$ cat src/ascp_pkg.sv
// shared constants and types of the ascii serial command port
package ascp_pkg;
	localparam int CLK_HZ = 50_000_000;
	localparam int CLK_MHZ = CLK_HZ / 1_000_000;
	localparam int BAUD = 9600;
	localparam int BAUD_DIV_DEF = CLK_HZ / BAUD;
	// reply start windows, microseconds
	localparam int DLY_DOL_MIN_US = 50_000;
	localparam int DLY_DOL_MAX_US = 100_000;
	localparam int DLY_STAR_MIN_US = 2_000;
	localparam int DLY_STAR_MAX_US = 50_000;
	localparam int DLY_DOL_CYC = DLY_DOL_MIN_US * CLK_MHZ;
	localparam int DLY_STAR_CYC = DLY_STAR_MIN_US * CLK_MHZ;
	localparam int DATA_BITS = 8;
	localparam int HEX_DIGITS = 8;
	localparam logic [1:0] PAR_NONE = 2'h0;
	localparam logic [1:0] PAR_ODD = 2'h1;
	localparam logic [1:0] PAR_EVEN = 2'h2;
	localparam logic [3:0] NB_NOPAR = 4'hA;
	localparam logic [3:0] NB_PAR = 4'hB;
	localparam logic [7:0] CH_NUL = 8'h00;
	localparam logic [7:0] CH_LF = 8'h0A;
	localparam logic [7:0] CH_CR = 8'h0D;
	localparam logic [7:0] CH_DOLLAR = 8'h24;
	localparam logic [7:0] CH_STAR = 8'h2A;
	localparam logic [7:0] CH_MINUS = 8'h2D;
	localparam logic [7:0] CH_0 = 8'h30;
	localparam logic [7:0] CH_9 = 8'h39;
	localparam logic [7:0] CH_AT = 8'h40;
	localparam logic [7:0] CH_A = 8'h41;
	localparam logic [7:0] CH_R = 8'h52;
	localparam logic [7:0] CH_S = 8'h53;
	localparam logic [7:0] CH_T = 8'h54;
	localparam logic [7:0] CH_W = 8'h57;
	localparam logic [7:0] CH_LA = 8'h61;
	localparam logic [7:0] CH_LZ = 8'h7A;
	localparam logic [7:0] CASE_MASK = 8'hDF;
	localparam logic [15:0] TXT_ADDR = 16'h0014;
	// reply kinds
	localparam logic [1:0] REP_VAL = 2'h0;
	localparam logic [1:0] REP_ACK = 2'h1;
	localparam logic [1:0] REP_NUL = 2'h2;
	localparam logic [3:0] LEN_VAL = 4'hA;
	localparam logic [3:0] LEN_ACK = 4'h2;
	localparam logic [3:0] LEN_NUL = 4'h3;
	typedef enum logic [2:0] {
		P_IDLE = 3'h0,
		P_NODE = 3'h1,
		P_ADDR = 3'h2,
		P_DATA = 3'h3,
		P_FETCH = 3'h4,
		P_WAIT = 3'h5,
		P_SEND = 3'h6
	} ascp_pst_e;
endpackage : ascp_pkg

$ cat src/ascp_port.sv
// ascii serial command port: uart, command parser and timed reply
// Operation
// - frame opens with start bit, then data bits lsb first
// - parity none, odd or even, same setting at both ends
// - parity bit after data makes the ones count odd or even
// - parity comes from stored calibration setting, never from a command
// - exactly one stop bit ends every frame
// - after stop bit receiver hunts for next start edge and resyncs
// - half duplex: received characters dropped while a reply goes out
// - character time is ten bit periods over the baud rate, eleven with parity
// - read reply is value as ascii, then cr then lf
// - write performs update first, then replies cr lf only
// - dollar terminator: reply starts 50 to 100 ms later
// - asterisk terminator: reply starts 2 to 50 ms later
// - after last reply character next command is accepted at once
// - read without node or register address returns displayed value
// - digits after start pick node; case of letters ignored
// - text register write takes a character string as data
// - write: address, separator, decimal value, terminator
// - non digit after start means node zero, answered by all
// - bad command letter abandons the command
// - missing register answered with nul, cr, lf
`timescale 1ns/1ps
module ascp_port
	import ascp_pkg::*;
#(
	parameter int BAUD_DIV = BAUD_DIV_DEF,
	parameter int DLY_DOL = DLY_DOL_CYC,
	parameter int DLY_STAR = DLY_STAR_CYC
)(
	input wire logic sys_clk,
	input wire logic nrst,
	input wire logic rxd,
	output logic txd,
	output logic tx_en,
	input wire logic [1:0] par_cfg,
	input wire logic [7:0] my_node,
	input wire logic [31:0] disp_value,
	output logic [15:0] reg_addr,
	output logic [31:0] reg_wdata,
	output logic reg_we,
	output logic reg_rd,
	input wire logic [31:0] reg_rdata,
	input wire logic reg_ok,
	output logic txt_valid,
	output logic [7:0] txt_char
);
	localparam int DW = $clog2(BAUD_DIV + 1);
	localparam int LW = $clog2(DLY_DOL + 1);

	typedef struct packed {
		ascp_pst_e pst;
		logic [1:0] par;
		logic s1;
		logic s2;
		logic s3;
		logic rx_busy;
		logic [3:0] rx_bit;
		logic [DW-1:0] rx_div;
		logic [7:0] rx_data;
		logic rx_pb;
		logic [7:0] node;
		logic is_wr;
		logic is_txt;
		logic has_addr;
		logic has_dig;
		logic neg;
		logic star;
		logic [15:0] addr;
		logic [31:0] mag;
		logic [31:0] wd;
		logic reg_we;
		logic reg_rd;
		logic txt_valid;
		logic [7:0] txt_char;
		logic [1:0] rep;
		logic [31:0] val;
		logic [LW-1:0] dly;
		logic [3:0] idx;
		logic tx_busy;
		logic [3:0] tx_bit;
		logic [DW-1:0] tx_div;
		logic [10:0] tx_sh;
		logic txd;
		logic de;
	} ascp_st_s;

	ascp_st_s q;
	ascp_st_s next_q;

	function automatic logic [3:0] ascp_rep_len(input logic [1:0] k);
		ascp_rep_len = (k == REP_VAL) ? LEN_VAL : ((k == REP_ACK) ? LEN_ACK : LEN_NUL);
	endfunction : ascp_rep_len

	// value goes out as fixed-width hex, most significant digit first
	function automatic logic [7:0] ascp_rep_char(input logic [1:0] k, input logic [3:0] i,
		input logic [31:0] v);
		logic [3:0] len;
		logic [4:0] b;
		logic [3:0] n;
		len = ascp_rep_len(k);
		b = {3'(3'h7 - i[2:0]), 2'b00};
		n = v[b +: 4];
		if (i == len - 4'h1)
			ascp_rep_char = CH_LF;
		else if (i == len - 4'h2)
			ascp_rep_char = CH_CR;
		else if (k == REP_NUL)
			ascp_rep_char = CH_NUL;
		else if (n < 4'hA)
			ascp_rep_char = CH_0 + {4'h0, n};
		else
			ascp_rep_char = CH_A + {4'h0, n} - 8'h0A;
	endfunction : ascp_rep_char

	always_comb
	begin
		logic rx_ok;
		logic [7:0] c;
		logic [7:0] uc;
		logic is_dig;
		logic is_term;
		logic hit;
		logic term;
		logic [7:0] ch;
		logic pb;
		logic [3:0] nb;
		rx_ok = 1'b0;
		term = 1'b0;
		c = q.rx_data;
		uc = (c >= CH_LA && c <= CH_LZ) ? (c & CASE_MASK) : c;
		is_dig = (c >= CH_0) && (c <= CH_9);
		is_term = (c == CH_DOLLAR) || (c == CH_STAR);
		hit = (q.node == 8'h00) || (q.node == my_node);
		nb = (q.par == PAR_NONE) ? NB_NOPAR : NB_PAR;
		ch = ascp_rep_char(q.rep, q.idx, q.val);
		pb = (q.par == PAR_ODD) ? ~^ch : ^ch;
		next_q = q;
		next_q.s1 = rxd;
		next_q.s2 = q.s1;
		next_q.s3 = q.s2;
		next_q.reg_we = 1'b0;
		next_q.reg_rd = 1'b0;
		next_q.txt_valid = 1'b0;
		// setting only moves between frames
		if (!q.rx_busy && !q.tx_busy)
			next_q.par = par_cfg;

		// receiver, sampling mid bit from the start edge
		if (!q.rx_busy)
		begin
			if (q.s3 && !q.s2)
			begin
				next_q.rx_busy = 1'b1;
				next_q.rx_div = DW'(BAUD_DIV / 2);
				next_q.rx_bit = 4'h0;
			end
		end
		else if (q.rx_div != '0)
			next_q.rx_div = q.rx_div - 1'b1;
		else
		begin
			next_q.rx_div = DW'(BAUD_DIV - 1);
			next_q.rx_bit = q.rx_bit + 4'h1;
			if (q.rx_bit == 4'h0)
			begin
				// start bit gone high again: a glitch, not a frame
				if (q.s2)
					next_q.rx_busy = 1'b0;
			end
			else if (q.rx_bit <= 4'h8)
				next_q.rx_data = {q.s2, q.rx_data[7:1]};
			else if (q.rx_bit == 4'h9 && q.par != PAR_NONE)
				next_q.rx_pb = q.s2;
			else
			begin
				next_q.rx_busy = 1'b0;
				rx_ok = q.s2 && (q.par == PAR_NONE
					|| ((^{q.rx_data, q.rx_pb}) == (q.par == PAR_ODD)));
			end
		end

		case (q.pst)
			P_IDLE:
			begin
				if (rx_ok && uc == CH_S)
				begin
					next_q.pst = P_NODE;
					next_q.node = 8'h00;
					next_q.addr = 16'h0000;
					next_q.has_addr = 1'b0;
					next_q.is_txt = 1'b0;
				end
			end
			P_NODE:
			begin
				if (rx_ok)
				begin
					if (is_dig)
						next_q.node = 8'(q.node * 8'd10 + {4'h0, c[3:0]});
					else if (uc == CH_R || uc == CH_W)
					begin
						next_q.is_wr = (uc == CH_W);
						next_q.pst = P_ADDR;
					end
					else
						next_q.pst = P_IDLE;
				end
			end
			P_ADDR:
			begin
				if (rx_ok)
				begin
					if (is_term)
						term = 1'b1;
					else if (is_dig)
					begin
						// a fresh address restarts here so reg_addr holds through the last reg_we
						next_q.addr = 16'((q.has_addr ? q.addr : 16'h0000) * 16'd10
							+ {12'h000, c[3:0]});
						next_q.has_addr = 1'b1;
					end
					else if (!q.has_addr && uc >= CH_A && uc <= CH_R)
					begin
						next_q.addr = {8'h00, uc - CH_AT};
						next_q.has_addr = 1'b1;
					end
					else if (!q.has_addr && uc == CH_T)
					begin
						next_q.addr = TXT_ADDR;
						next_q.has_addr = 1'b1;
						next_q.is_txt = 1'b1;
					end
					else if (q.is_wr)
					begin
						next_q.pst = P_DATA;
						next_q.mag = 32'h0000_0000;
						next_q.neg = 1'b0;
						next_q.has_dig = 1'b0;
					end
				end
			end
			P_DATA:
			begin
				if (rx_ok)
				begin
					if (is_term)
						term = 1'b1;
					else if (q.is_txt)
					begin
						next_q.txt_valid = hit;
						next_q.txt_char = c;
					end
					else if (is_dig)
					begin
						next_q.mag = 32'(q.mag * 32'd10 + {28'h0, c[3:0]});
						next_q.has_dig = 1'b1;
					end
					else if (c == CH_MINUS && !q.has_dig)
						next_q.neg = 1'b1;
					else if (q.has_dig)
					begin
						// separator after a value: commit and take the next address
						next_q.reg_we = hit;
						next_q.wd = q.neg ? (~q.mag + 32'h1) : q.mag;
						next_q.pst = P_ADDR;
						next_q.has_addr = 1'b0;
					end
				end
			end
			P_FETCH:
			begin
				next_q.val = reg_rdata;
				next_q.rep = !reg_ok ? REP_NUL : (q.is_wr ? REP_ACK : REP_VAL);
				next_q.pst = P_WAIT;
			end
			P_WAIT:
			begin
				if (q.dly == '0)
				begin
					next_q.pst = P_SEND;
					next_q.idx = 4'h0;
				end
				else
					next_q.dly = q.dly - 1'b1;
			end
			P_SEND:
			begin
				if (!q.tx_busy)
				begin
					if (q.idx == ascp_rep_len(q.rep))
						next_q.pst = P_IDLE;
					else
					begin
						next_q.tx_busy = 1'b1;
						next_q.tx_div = DW'(BAUD_DIV - 1);
						next_q.tx_bit = 4'h0;
						next_q.tx_sh = (q.par == PAR_NONE) ? {2'b11, ch, 1'b0}
							: {1'b1, pb, ch, 1'b0};
						next_q.idx = q.idx + 4'h1;
					end
				end
			end
			default:
				next_q.pst = P_IDLE;
		endcase

		if (term)
		begin
			next_q.star = (c == CH_STAR);
			next_q.dly = (c == CH_STAR) ? LW'(DLY_STAR) : LW'(DLY_DOL);
			next_q.wd = q.neg ? (~q.mag + 32'h1) : q.mag;
			if (!hit)
				next_q.pst = P_IDLE;
			else if (q.is_txt)
			begin
				next_q.rep = REP_ACK;
				next_q.pst = P_WAIT;
			end
			else if (!q.has_addr)
			begin
				next_q.val = disp_value;
				next_q.rep = q.is_wr ? REP_NUL : REP_VAL;
				next_q.pst = P_WAIT;
			end
			else
			begin
				next_q.reg_we = q.is_wr;
				next_q.reg_rd = !q.is_wr;
				next_q.pst = P_FETCH;
			end
		end

		// transmitter; ten or eleven bit periods a character
		if (q.tx_busy)
		begin
			if (q.tx_div != '0)
				next_q.tx_div = q.tx_div - 1'b1;
			else
			begin
				next_q.tx_div = DW'(BAUD_DIV - 1);
				next_q.tx_sh = {1'b1, q.tx_sh[10:1]};
				next_q.tx_bit = q.tx_bit + 4'h1;
				if (q.tx_bit == nb - 4'h1)
					next_q.tx_busy = 1'b0;
			end
		end
		next_q.txd = next_q.tx_busy ? next_q.tx_sh[0] : 1'b1;
		next_q.de = (next_q.pst == P_SEND);
	end

	always_ff @(posedge sys_clk)
	begin
		if (!nrst)
		begin
			q <= '0;
			q.s1 <= 1'b1;
			q.s2 <= 1'b1;
			q.s3 <= 1'b1;
			q.txd <= 1'b1;
		end
		else
			q <= next_q;
	end

	assign txd = q.txd;
	assign tx_en = q.de;
	assign reg_addr = q.addr;
	assign reg_wdata = q.wd;
	assign reg_we = q.reg_we;
	assign reg_rd = q.reg_rd;
	assign txt_valid = q.txt_valid;
	assign txt_char = q.txt_char;

	logic [3:0] nb_chk;
	assign nb_chk = (q.par == PAR_NONE) ? NB_NOPAR : NB_PAR;
endmodule : ascp_port

$ cat config.mk
export PLATFORM = sky130hd
export DESIGN_NAME = ascp_port
export DESIGN_NICKNAME = d
export VERILOG_FILES = /design/src/ascp_pkg.sv /design/src/ascp_port.sv
export SDC_FILE = /design/constraint.sdc
export NUM_CORES = 1
export LEC_CHECK = 0
export BUFFER_PORTS_ARGS = -buffer_cell sky130_fd_sc_hd__clkbuf_2
export CORE_ASPECT_RATIO = 0.7
export CORE_MARGIN = 2
export CORE_UTILIZATION = 30
export CTS_BUF_LIST = sky130_fd_sc_hd__clkbuf_2 sky130_fd_sc_hd__clkbuf_4 sky130_fd_sc_hd__clkbuf_8
export DETAILED_ROUTE_END_ITERATION = 6
export SKIP_CTS_REPAIR_TIMING = 1
export SLEW_MARGIN = 20
export SYNTH_ARGS = -nofsm -noshare
export SYNTH_HDL_FRONTEND = slang
export SYNTH_SLANG_ARGS = --single-unit
$ cat constraint.sdc
create_clock -name sys_clk -period 3.55 [get_ports sys_clk]
set_clock_uncertainty 0.1 [all_clocks]
set_input_delay 0.1775 -clock sys_clk [delete_from_list [all_inputs] [get_ports sys_clk]]
set_output_delay 0.1775 -clock sys_clk [all_outputs]
set_load 0.05 [all_outputs]
==> metrics.md, run 1 <==
| Metric | Value |
|---|---|
| Status | finished, violations left |
| Failing checks | negative setup slack |
| Reg area | between 4000 and 5000 um^2 |
| Initial antenna violation count | 0 |
| Synth Cell Area | about 16,000 um^2 |
| Multi-input gate area | about 11,000 um^2 |
| Power per cell area | 291.0 nW/um^2 |
| CTS Buffer Depth | 3 |
| Routability cong. | 0.9203 |
| Fin crit share | 102.2% |
| Most common cell after layout, fill and taps aside | nor2_1 |
| Core box area | a little over 50,000 um^2 |
| Hold Violations, Final | 0 |
| Mean number of vias per cell | 5.170 |
| CP max stage delay | 0.39 ns |
| Slew Viols, Final | 0 |
| Max VDD drop | roughly 0.00026 V |
| Critical path arrival | 4.07 ns |
| Post-synthesis sequential area ratio | 29.39% |
| DP Area | about 18,000 um^2 |
| Final core occ | 38.31% |
| Critical path endpoint category | register |
| Final wirelength | 48,570 um |
| Final-layout fill cell count | about 5.2k |
| DR vias | between 15k and 20k |
| Largest net degree at the start of global routing | between 90 and 100 |
| Detailed Routing Iterations Pass 1 | 5 |
| Die Area | about 54,000 um^2 |
| Final setup viols | 1 |
| Clock sink count | 230 |
| ANT cells | 0 |
| Setup crit start kind | register |
| Cell repeated most along the worst path | ha_4 |
| Worst Hold Class | input pin to register |
| Skew-Pair Late Insertion Delay | 0.63 ns |
| Synth Instances | around 1.9k |
| Post-layout minimum cycle time | 3.627 ns |
| Final WS setup | -0.07739 ns |
| Final cell count without fillers | 2,909 |
| Critical path type | register to register |
| Chip width | approximately 280 um |
| Slew Limit Headroom | between 30 and 40% |
| Grt ovf | 0 |
| CP top delay family | simple AND/OR/NAND/NOR gates |
| Max FO, Critical Path | 5 |
| Hold Slack | ~0.016 ns |
| Initial DRC Count | between 1k and 1.5k |
| Area grow syn2layout | 27.02% |
| Post-synth EDFFs | 0 |
| WL per Instance | around 17 um |
| Commonest non-fill, non-tap cells in the layout | 214 x nor2_1, 209 x dfxtp_1, 161 x nand2_1, 160 x buf_4, 152 x a21oi_1 |
| Root Buffer | clkbuf_8 |
| Syn_nets | between 2k and 2.5k |
| CTS Buf Count | 43 |
| ANT nets after route | 0 |
| Bufs and invs on worst path | 2 |
| Ys async rst share | 0% |
| Pre-CTS setup slack | -0.09002 ns |
| H-tree Lvls | 2 |
| Cell variety after synth | 76 |
| Syn avg cell area | between 8 and 9 um^2 |
| Initial Utilization | between 30 and 40% |
| Std-Cell Rows | 70 |
| TritonCTS clock tree | built |
| CP Cell Sequence | ha_4 > ha_4 > inv_2 > fa_2 > nand2b_4 > a211oi_4 > nor3_2 > a2111oi_4 > nand4_1 > buf_6 > nor4_4 > and2_4 > nand3_2 > or4_1 > o211ai_1 |
| Number of global-route vias before repair | between 10k and 15k |
| RSZ-0062 raised after global routing | yes |
| First-pass GRT wire length | between 70,000 and 80,000 um |
| Die Height | roughly 200 um |
| Seq cells post-synth | between 200 and 250 |
| Post-synth top flop | dfxtp_1 |
| Worst-margin pin slew | about 0.94 ns |
| DP HPWL | 34,820 um |
| FMAX | about 0.28 GHz |
| Fin Setup TNS | -0.07739 ns |
| Ys Warns | 0 |
| Port Buffer Count | 138 |
| DR DRC count | 0 |
| Nets@finish | roughly 2.4k |
| Pwr Total | 5.789 mW |
| Ports | approximately 140 |
| Global-route usage over all layers | around 17% |
| Max-cap viol count | 0 |
| Post-route cell area | a little under 20,000 um^2 |
| Clock slew at reported path FFs | ~0.060 ns |
| CP max-delay cell | or4_1 |
| CP required | between 3 and 4 ns |
| Dpl cells | between 2k and 3k |
| Ratio of cells with drive above 1 in the final layout | 23.37% |
| Leak pwr | slightly above 8 nW |
==> flip-flops by register name, summed over array words and instances (netlist names) <==
register and count:
reg_rd 1, tx_en 1, txt_char 8, q 167, reg_wdata 32, reg_we 1, txt_valid 1, reg_addr 16
txd 1, next_q 2
==> worst min-delay path: stages <==
cell,delay (ns)
clkbuf_2,0.14
buf_4,0.27
nand2b_1,0.11
==> cell families after synthesis <==
kind of cell / share of synthesized area, %
flops: 29.39
simple gates: 22.24
compound gates: 19.13
buf+inv: 6.150
mux: 5.024
fa+ha+maj: 9.553
xor+xnor: 8.506
==> cells in the mapped netlist (7+ instances only) <==
library cell / n / area share, %
mux2i_1: 55 / 3.5
nand2_1: 163 / 3.9
o21ai_0: 88 / 2.8
a22oi_1: 11 / 0.53
nor3_1: 50 / 1.6
nand3_1: 66 / 2.1
nand2b_1: 28 / 1.1
and2_1: 23 / 0.92
o21a_1: 12 / 0.58
clkbuf_1: 78 / 1.9
nor2_1: 216 / 5.2
a21o_1: 15 / 0.72
mux4_2: 8 / 1.2
xor2_1: 56 / 3.1
buf_4: 58 / 2.8
o31ai_1: 14 / 0.67
xnor2_1: 91 / 5.1
nand4_1: 16 / 0.64
and3_1: 13 / 0.52
dfxtp_1: 230 / 29
ha_1: 110 / 8.8
a211oi_1: 60 / 2.9
o211ai_1: 12 / 0.58
buf_2: 11 / 0.35
o41ai_1: 7 / 0.39
or4_1: 16 / 0.77
or2_2: 11 / 0.44
a31oi_1: 12 / 0.48
nor3b_1: 8 / 0.38
nand3b_1: 12 / 0.58
nor2b_1: 21 / 0.84
inv_1: 39 / 0.93
a211oi_2: 11 / 0.88
nor4_1: 21 / 0.84
a21oi_1: 164 / 5.2
or3_1: 29 / 1.2
==> final cells by class <==
class	count	share of cell area (%)
inverters	40	0.7797
clock inverters	12	0.9495
repair buffers	374	13.68
multi-input cells	1509	53.21
clock buffers	60	3.773
flip-flops and latches	230	23.31
well taps	684	4.301
==> power by group <==
group          total [mW]  internal [mW]  switching [mW]
clock network        2.89           1.67            1.23
registers            2.61           2.60          0.0187
logic               0.284          0.140           0.144
total                5.79           4.40            1.39
==> path summary, 6_finish.rpt <==
kind,cells after the start,endpoint,start,slack (ns)
min reg2reg,2,q[3],q[4],0.35
max reg2reg,15,q[162],q[137],-0.08
max,15,q[162],q[137],-0.08
min,3,q[223],nrst,0.02
==> metal layers <==
metal / global-route usage, % / vias up / wire, um
met2: 23.57 / 404 / 19860
met3: 3.649 / 75 / 2897
met5: 0 / - / 0
met1: 24.68 / 7136 / 24670
li1: - / 7425 / -
met4: 5.032 / 0 / 1138
No activity file was read; power rests on OpenSTA's default activity.
==> run 2, diff against run 1 <==
--- a/config.mk
+++ b/config.mk
@@ -11,6 +11,7 @@
 export CORE_UTILIZATION = 30
 export CTS_BUF_LIST = sky130_fd_sc_hd__clkbuf_2 sky130_fd_sc_hd__clkbuf_4 sky130_fd_sc_hd__clkbuf_8
 export DETAILED_ROUTE_END_ITERATION = 6
+export PLACE_DENSITY = 0.59
 export SKIP_CTS_REPAIR_TIMING = 1
 export SLEW_MARGIN = 20
 export SYNTH_ARGS = -nofsm -noshare
==> run 2 against run 1 <==
Core utilization up 0.36 points. Sequential power is essentially flat. Cell count is 0.86% higher. Critical path depth did not move. Highest routed layer unchanged. Non-clock buffer count grew 21. Critical path type unchanged. Register-to-register slack worse by 0.06 ns. Sequential share of layout area down 0.29 points. Count of clock-buffer cells in the layout down 1. Routed wire length rose by 0.87%. Worst setup slack lost 0.060 ns. The run still ends with negative setup slack left. Largest power group unchanged. Maximum frequency fell by 1.6%.
==> metrics.md, run 2 (synthesized netlist as in run 1, its figures left out) <==
| Metric | Value |
|---|---|
| Status | finished, violations left |
| Failing checks | negative setup slack |
| Commonest non-fill, non-tap cells in the layout | 217 x dfxtp_1, 214 x nor2_1, 175 x buf_4, 161 x nand2_1, 152 x a21oi_1 |
| H-tree Lvls | 2 (unchanged) |
| CP Capture Point | q[162] |
| Slew Viols, Final | 0 (unchanged) |
| ANT nets after route | 0 (unchanged) |
| CP required | 3.99 ns (about the same) |
| Initial Utilization | 30.16% (unchanged) |
| Area grow syn2layout | 28.22% |
| Pwr Total | 5.807 mW (+0.31%) |
| Clock sink count | 230 (unchanged) |
| Mean number of vias per cell | 5.150 (-0.39%) |
| Cell repeated most along the worst path | ha_4 |
| Power per cell area | 289.1 nW/um^2 (-0.63%) |
| Final wirelength | 49,000 um (+0.87%) |
| DP Area | 17,850 um^2 (+0.58%) |
| Leak pwr | 8.309 nW (+1.8%) |
| Global-route usage over all layers | 16.72% (+0.13 points) |
| Final setup viols | 9 (+8) |
| RSZ-0062 raised after global routing | yes |
| Nets@finish | 2,412 (+0.84%) |
| Final cell count without fillers | 2,934 (+0.86%) |
| Largest net degree at the start of global routing | 111 (+19%) |
| Critical path arrival | 4.13 ns (+0.06 ns) |
| Top reg by flops | q |
| Std-Cell Rows | 70 (unchanged) |
| Dpl cells | 2,768 (+0.44%) |
| Clock slew at reported path FFs | 0.06 ns (about the same) |
| Most common cell after layout, fill and taps aside | dfxtp_1 |
| Max-cap viol count | 0 (unchanged) |
| Chip width | 277.1 um (unchanged) |
| Initial DRC Count | 924 (-13%) |
| Fin crit share | 103.9% (+1.7 points) |
| Core box area | 51,940 um^2 (unchanged) |
| R2R setup slack | -0.14 ns (-0.06 ns) |
| Slew Limit Headroom | 50.13% (+13 points) |
| Worst Hold Class | input pin to register |
| DR vias | 15.11k (+0.47%) |
| Max VDD drop | 0.0002101 V (-18%) |
| Pre-CTS setup slack | -0.1765 ns (-0.08652 ns) |
| DP HPWL | 35,140 um (+0.91%) |
| CP Cell Sequence | ha_4 > ha_4 > inv_2 > fa_2 > nand2b_4 > a211oi_4 > nor3_2 > a2111oi_4 > nand4_1 > buf_6 > nor4_4 > and2_4 > nand3_2 > or4_1 > o211ai_1 |
| Root Buffer | clkbuf_8 |
| Post-route cell area | 20,090 um^2 (+0.94%) |
| Initial antenna violation count | 0 (unchanged) |
| Routability cong. | 0.9054 (-1.6%) |
| Die Height | 195.2 um (unchanged) |
| Worst-margin pin slew | 0.7431 ns (-0.2011 ns) |
| Setup crit start kind | register |
| First-pass GRT wire length | 74,110 um (+0.91%) |
| Critical path type | register to register |
| Port Buffer Count | 138 (unchanged) |
| DR DRC count | 0 (unchanged) |
| TritonCTS clock tree | built |
| Skew-Pair Late Insertion Delay | 0.64 ns (about the same) |
| Ratio of cells with drive above 1 in the final layout | 23.78% (+0.41 points) |
| FMAX | 0.2712 GHz (-1.6%) |
| Number of global-route vias before repair | 13.99k (+0.18%) |
| Final core occ | 38.67% (+0.36 points) |
| Max reg flops | 167 (unchanged) |
| Grt ovf | 0 (unchanged) |
| Die Area | 54,090 um^2 (unchanged) |
| WL per Instance | 16.70 um (about the same) |
| Final WS setup | -0.1371 ns (-0.05976 ns) |
| Detailed Routing Iterations Pass 1 | 5 (unchanged) |
| R2R depth | 15 (unchanged) |
| Final-layout fill cell count | 5,147 (-1.3%) |
| ANT cells | 0 (unchanged) |
| Post-layout minimum cycle time | 3.687 ns (+0.05976 ns) |
| CP max-delay cell | or4_1 |
| Ports | 139 (unchanged) |
| RR Startpoint | q[135] |
| CP max stage delay | 0.39 ns (about the same) |
| Max FO, Critical Path | 5 (unchanged) |
| FF-to-FF End | q[162] |
| CP Launch Point | q[135] |
| CTS Buf Count | 42 (-2.3%) |
| Critical path endpoint category | register |
| Hold Violations, Final | 0 (unchanged) |
| CTS Buffer Depth | 3 (unchanged) |
==> run 2: critical path, delay by kind of cell, from the launching register on <==
| kind | cells | cell delay [ns] |
|---|---|---|
| buffers and inverters | 2 | 0.20 |
| flip-flops | 1 | 0.35 |
| adder cells (fa/ha/maj) | 3 | 0.72 |
| AND/OR/NAND/NOR | 7 | 1.44 |
| AO/OA/AOI/OAI | 3 | 0.78 |
==> run 2: area by class of cell <==
cell class | instances | area, um^2 | share of cell area [%]
flip-flops and latches | 230 | 4623 | 23.02
repair buffers | 395 | 2947 | 14.67
well taps | 684 | 855.8 | 4.261
multi-input cells | 1509 | 10560 | 52.58
clock inverters | 17 | 193.9 | 0.9656
clock buffers | 59 | 749.5 | 3.731
inverters | 40 | 155.1 | 0.7724
==> run 2: worst min-delay path by stage <==
| stage | from | to | cells past startpoint |
|---|---|---|---|
| floorplan | rxd | next_q[224] | 1 |
| global placement | next_q[224] | next_q[223] | 1 |
| detailed placement | rxd | next_q[224] | 2 |
| CTS | disp_value[13] | q[70] | 3 |
| global route | my_node[7] | txt_valid | 7 |
| finish | my_node[7] | txt_valid | 7 |
==> run 2: per-layer routing <==
metal,global-route usage [%],routed length [um]
met4,4.891,990
met2,24.15,20520
met5,0,0
met1,24.82,24340
met3,3.350,3144
==> run 2: metrics by stage <==
stage | setup TNS (ns) | hold slack (ns)
2_1_floorplan | 0 | 0.1790
3_3_place_gp | -0.3850 | 0.3110
3_5_place_dp | -0.8105 | 0.2938
4_1_cts | -1.542 | -0.3554
5_1_grt | -2.287 | 0.06576
6_report | -0.5006 | 0.07528
==> run 2: report_power, final <==
| group | leakage (nW) | internal (mW) | switching (mW) |
|---|---|---|---|
| clock network | 0.504 | 1.61 | 1.28 |
| registers | 1.86 | 2.60 | 0.0188 |
| logic | 5.94 | 0.144 | 0.149 |
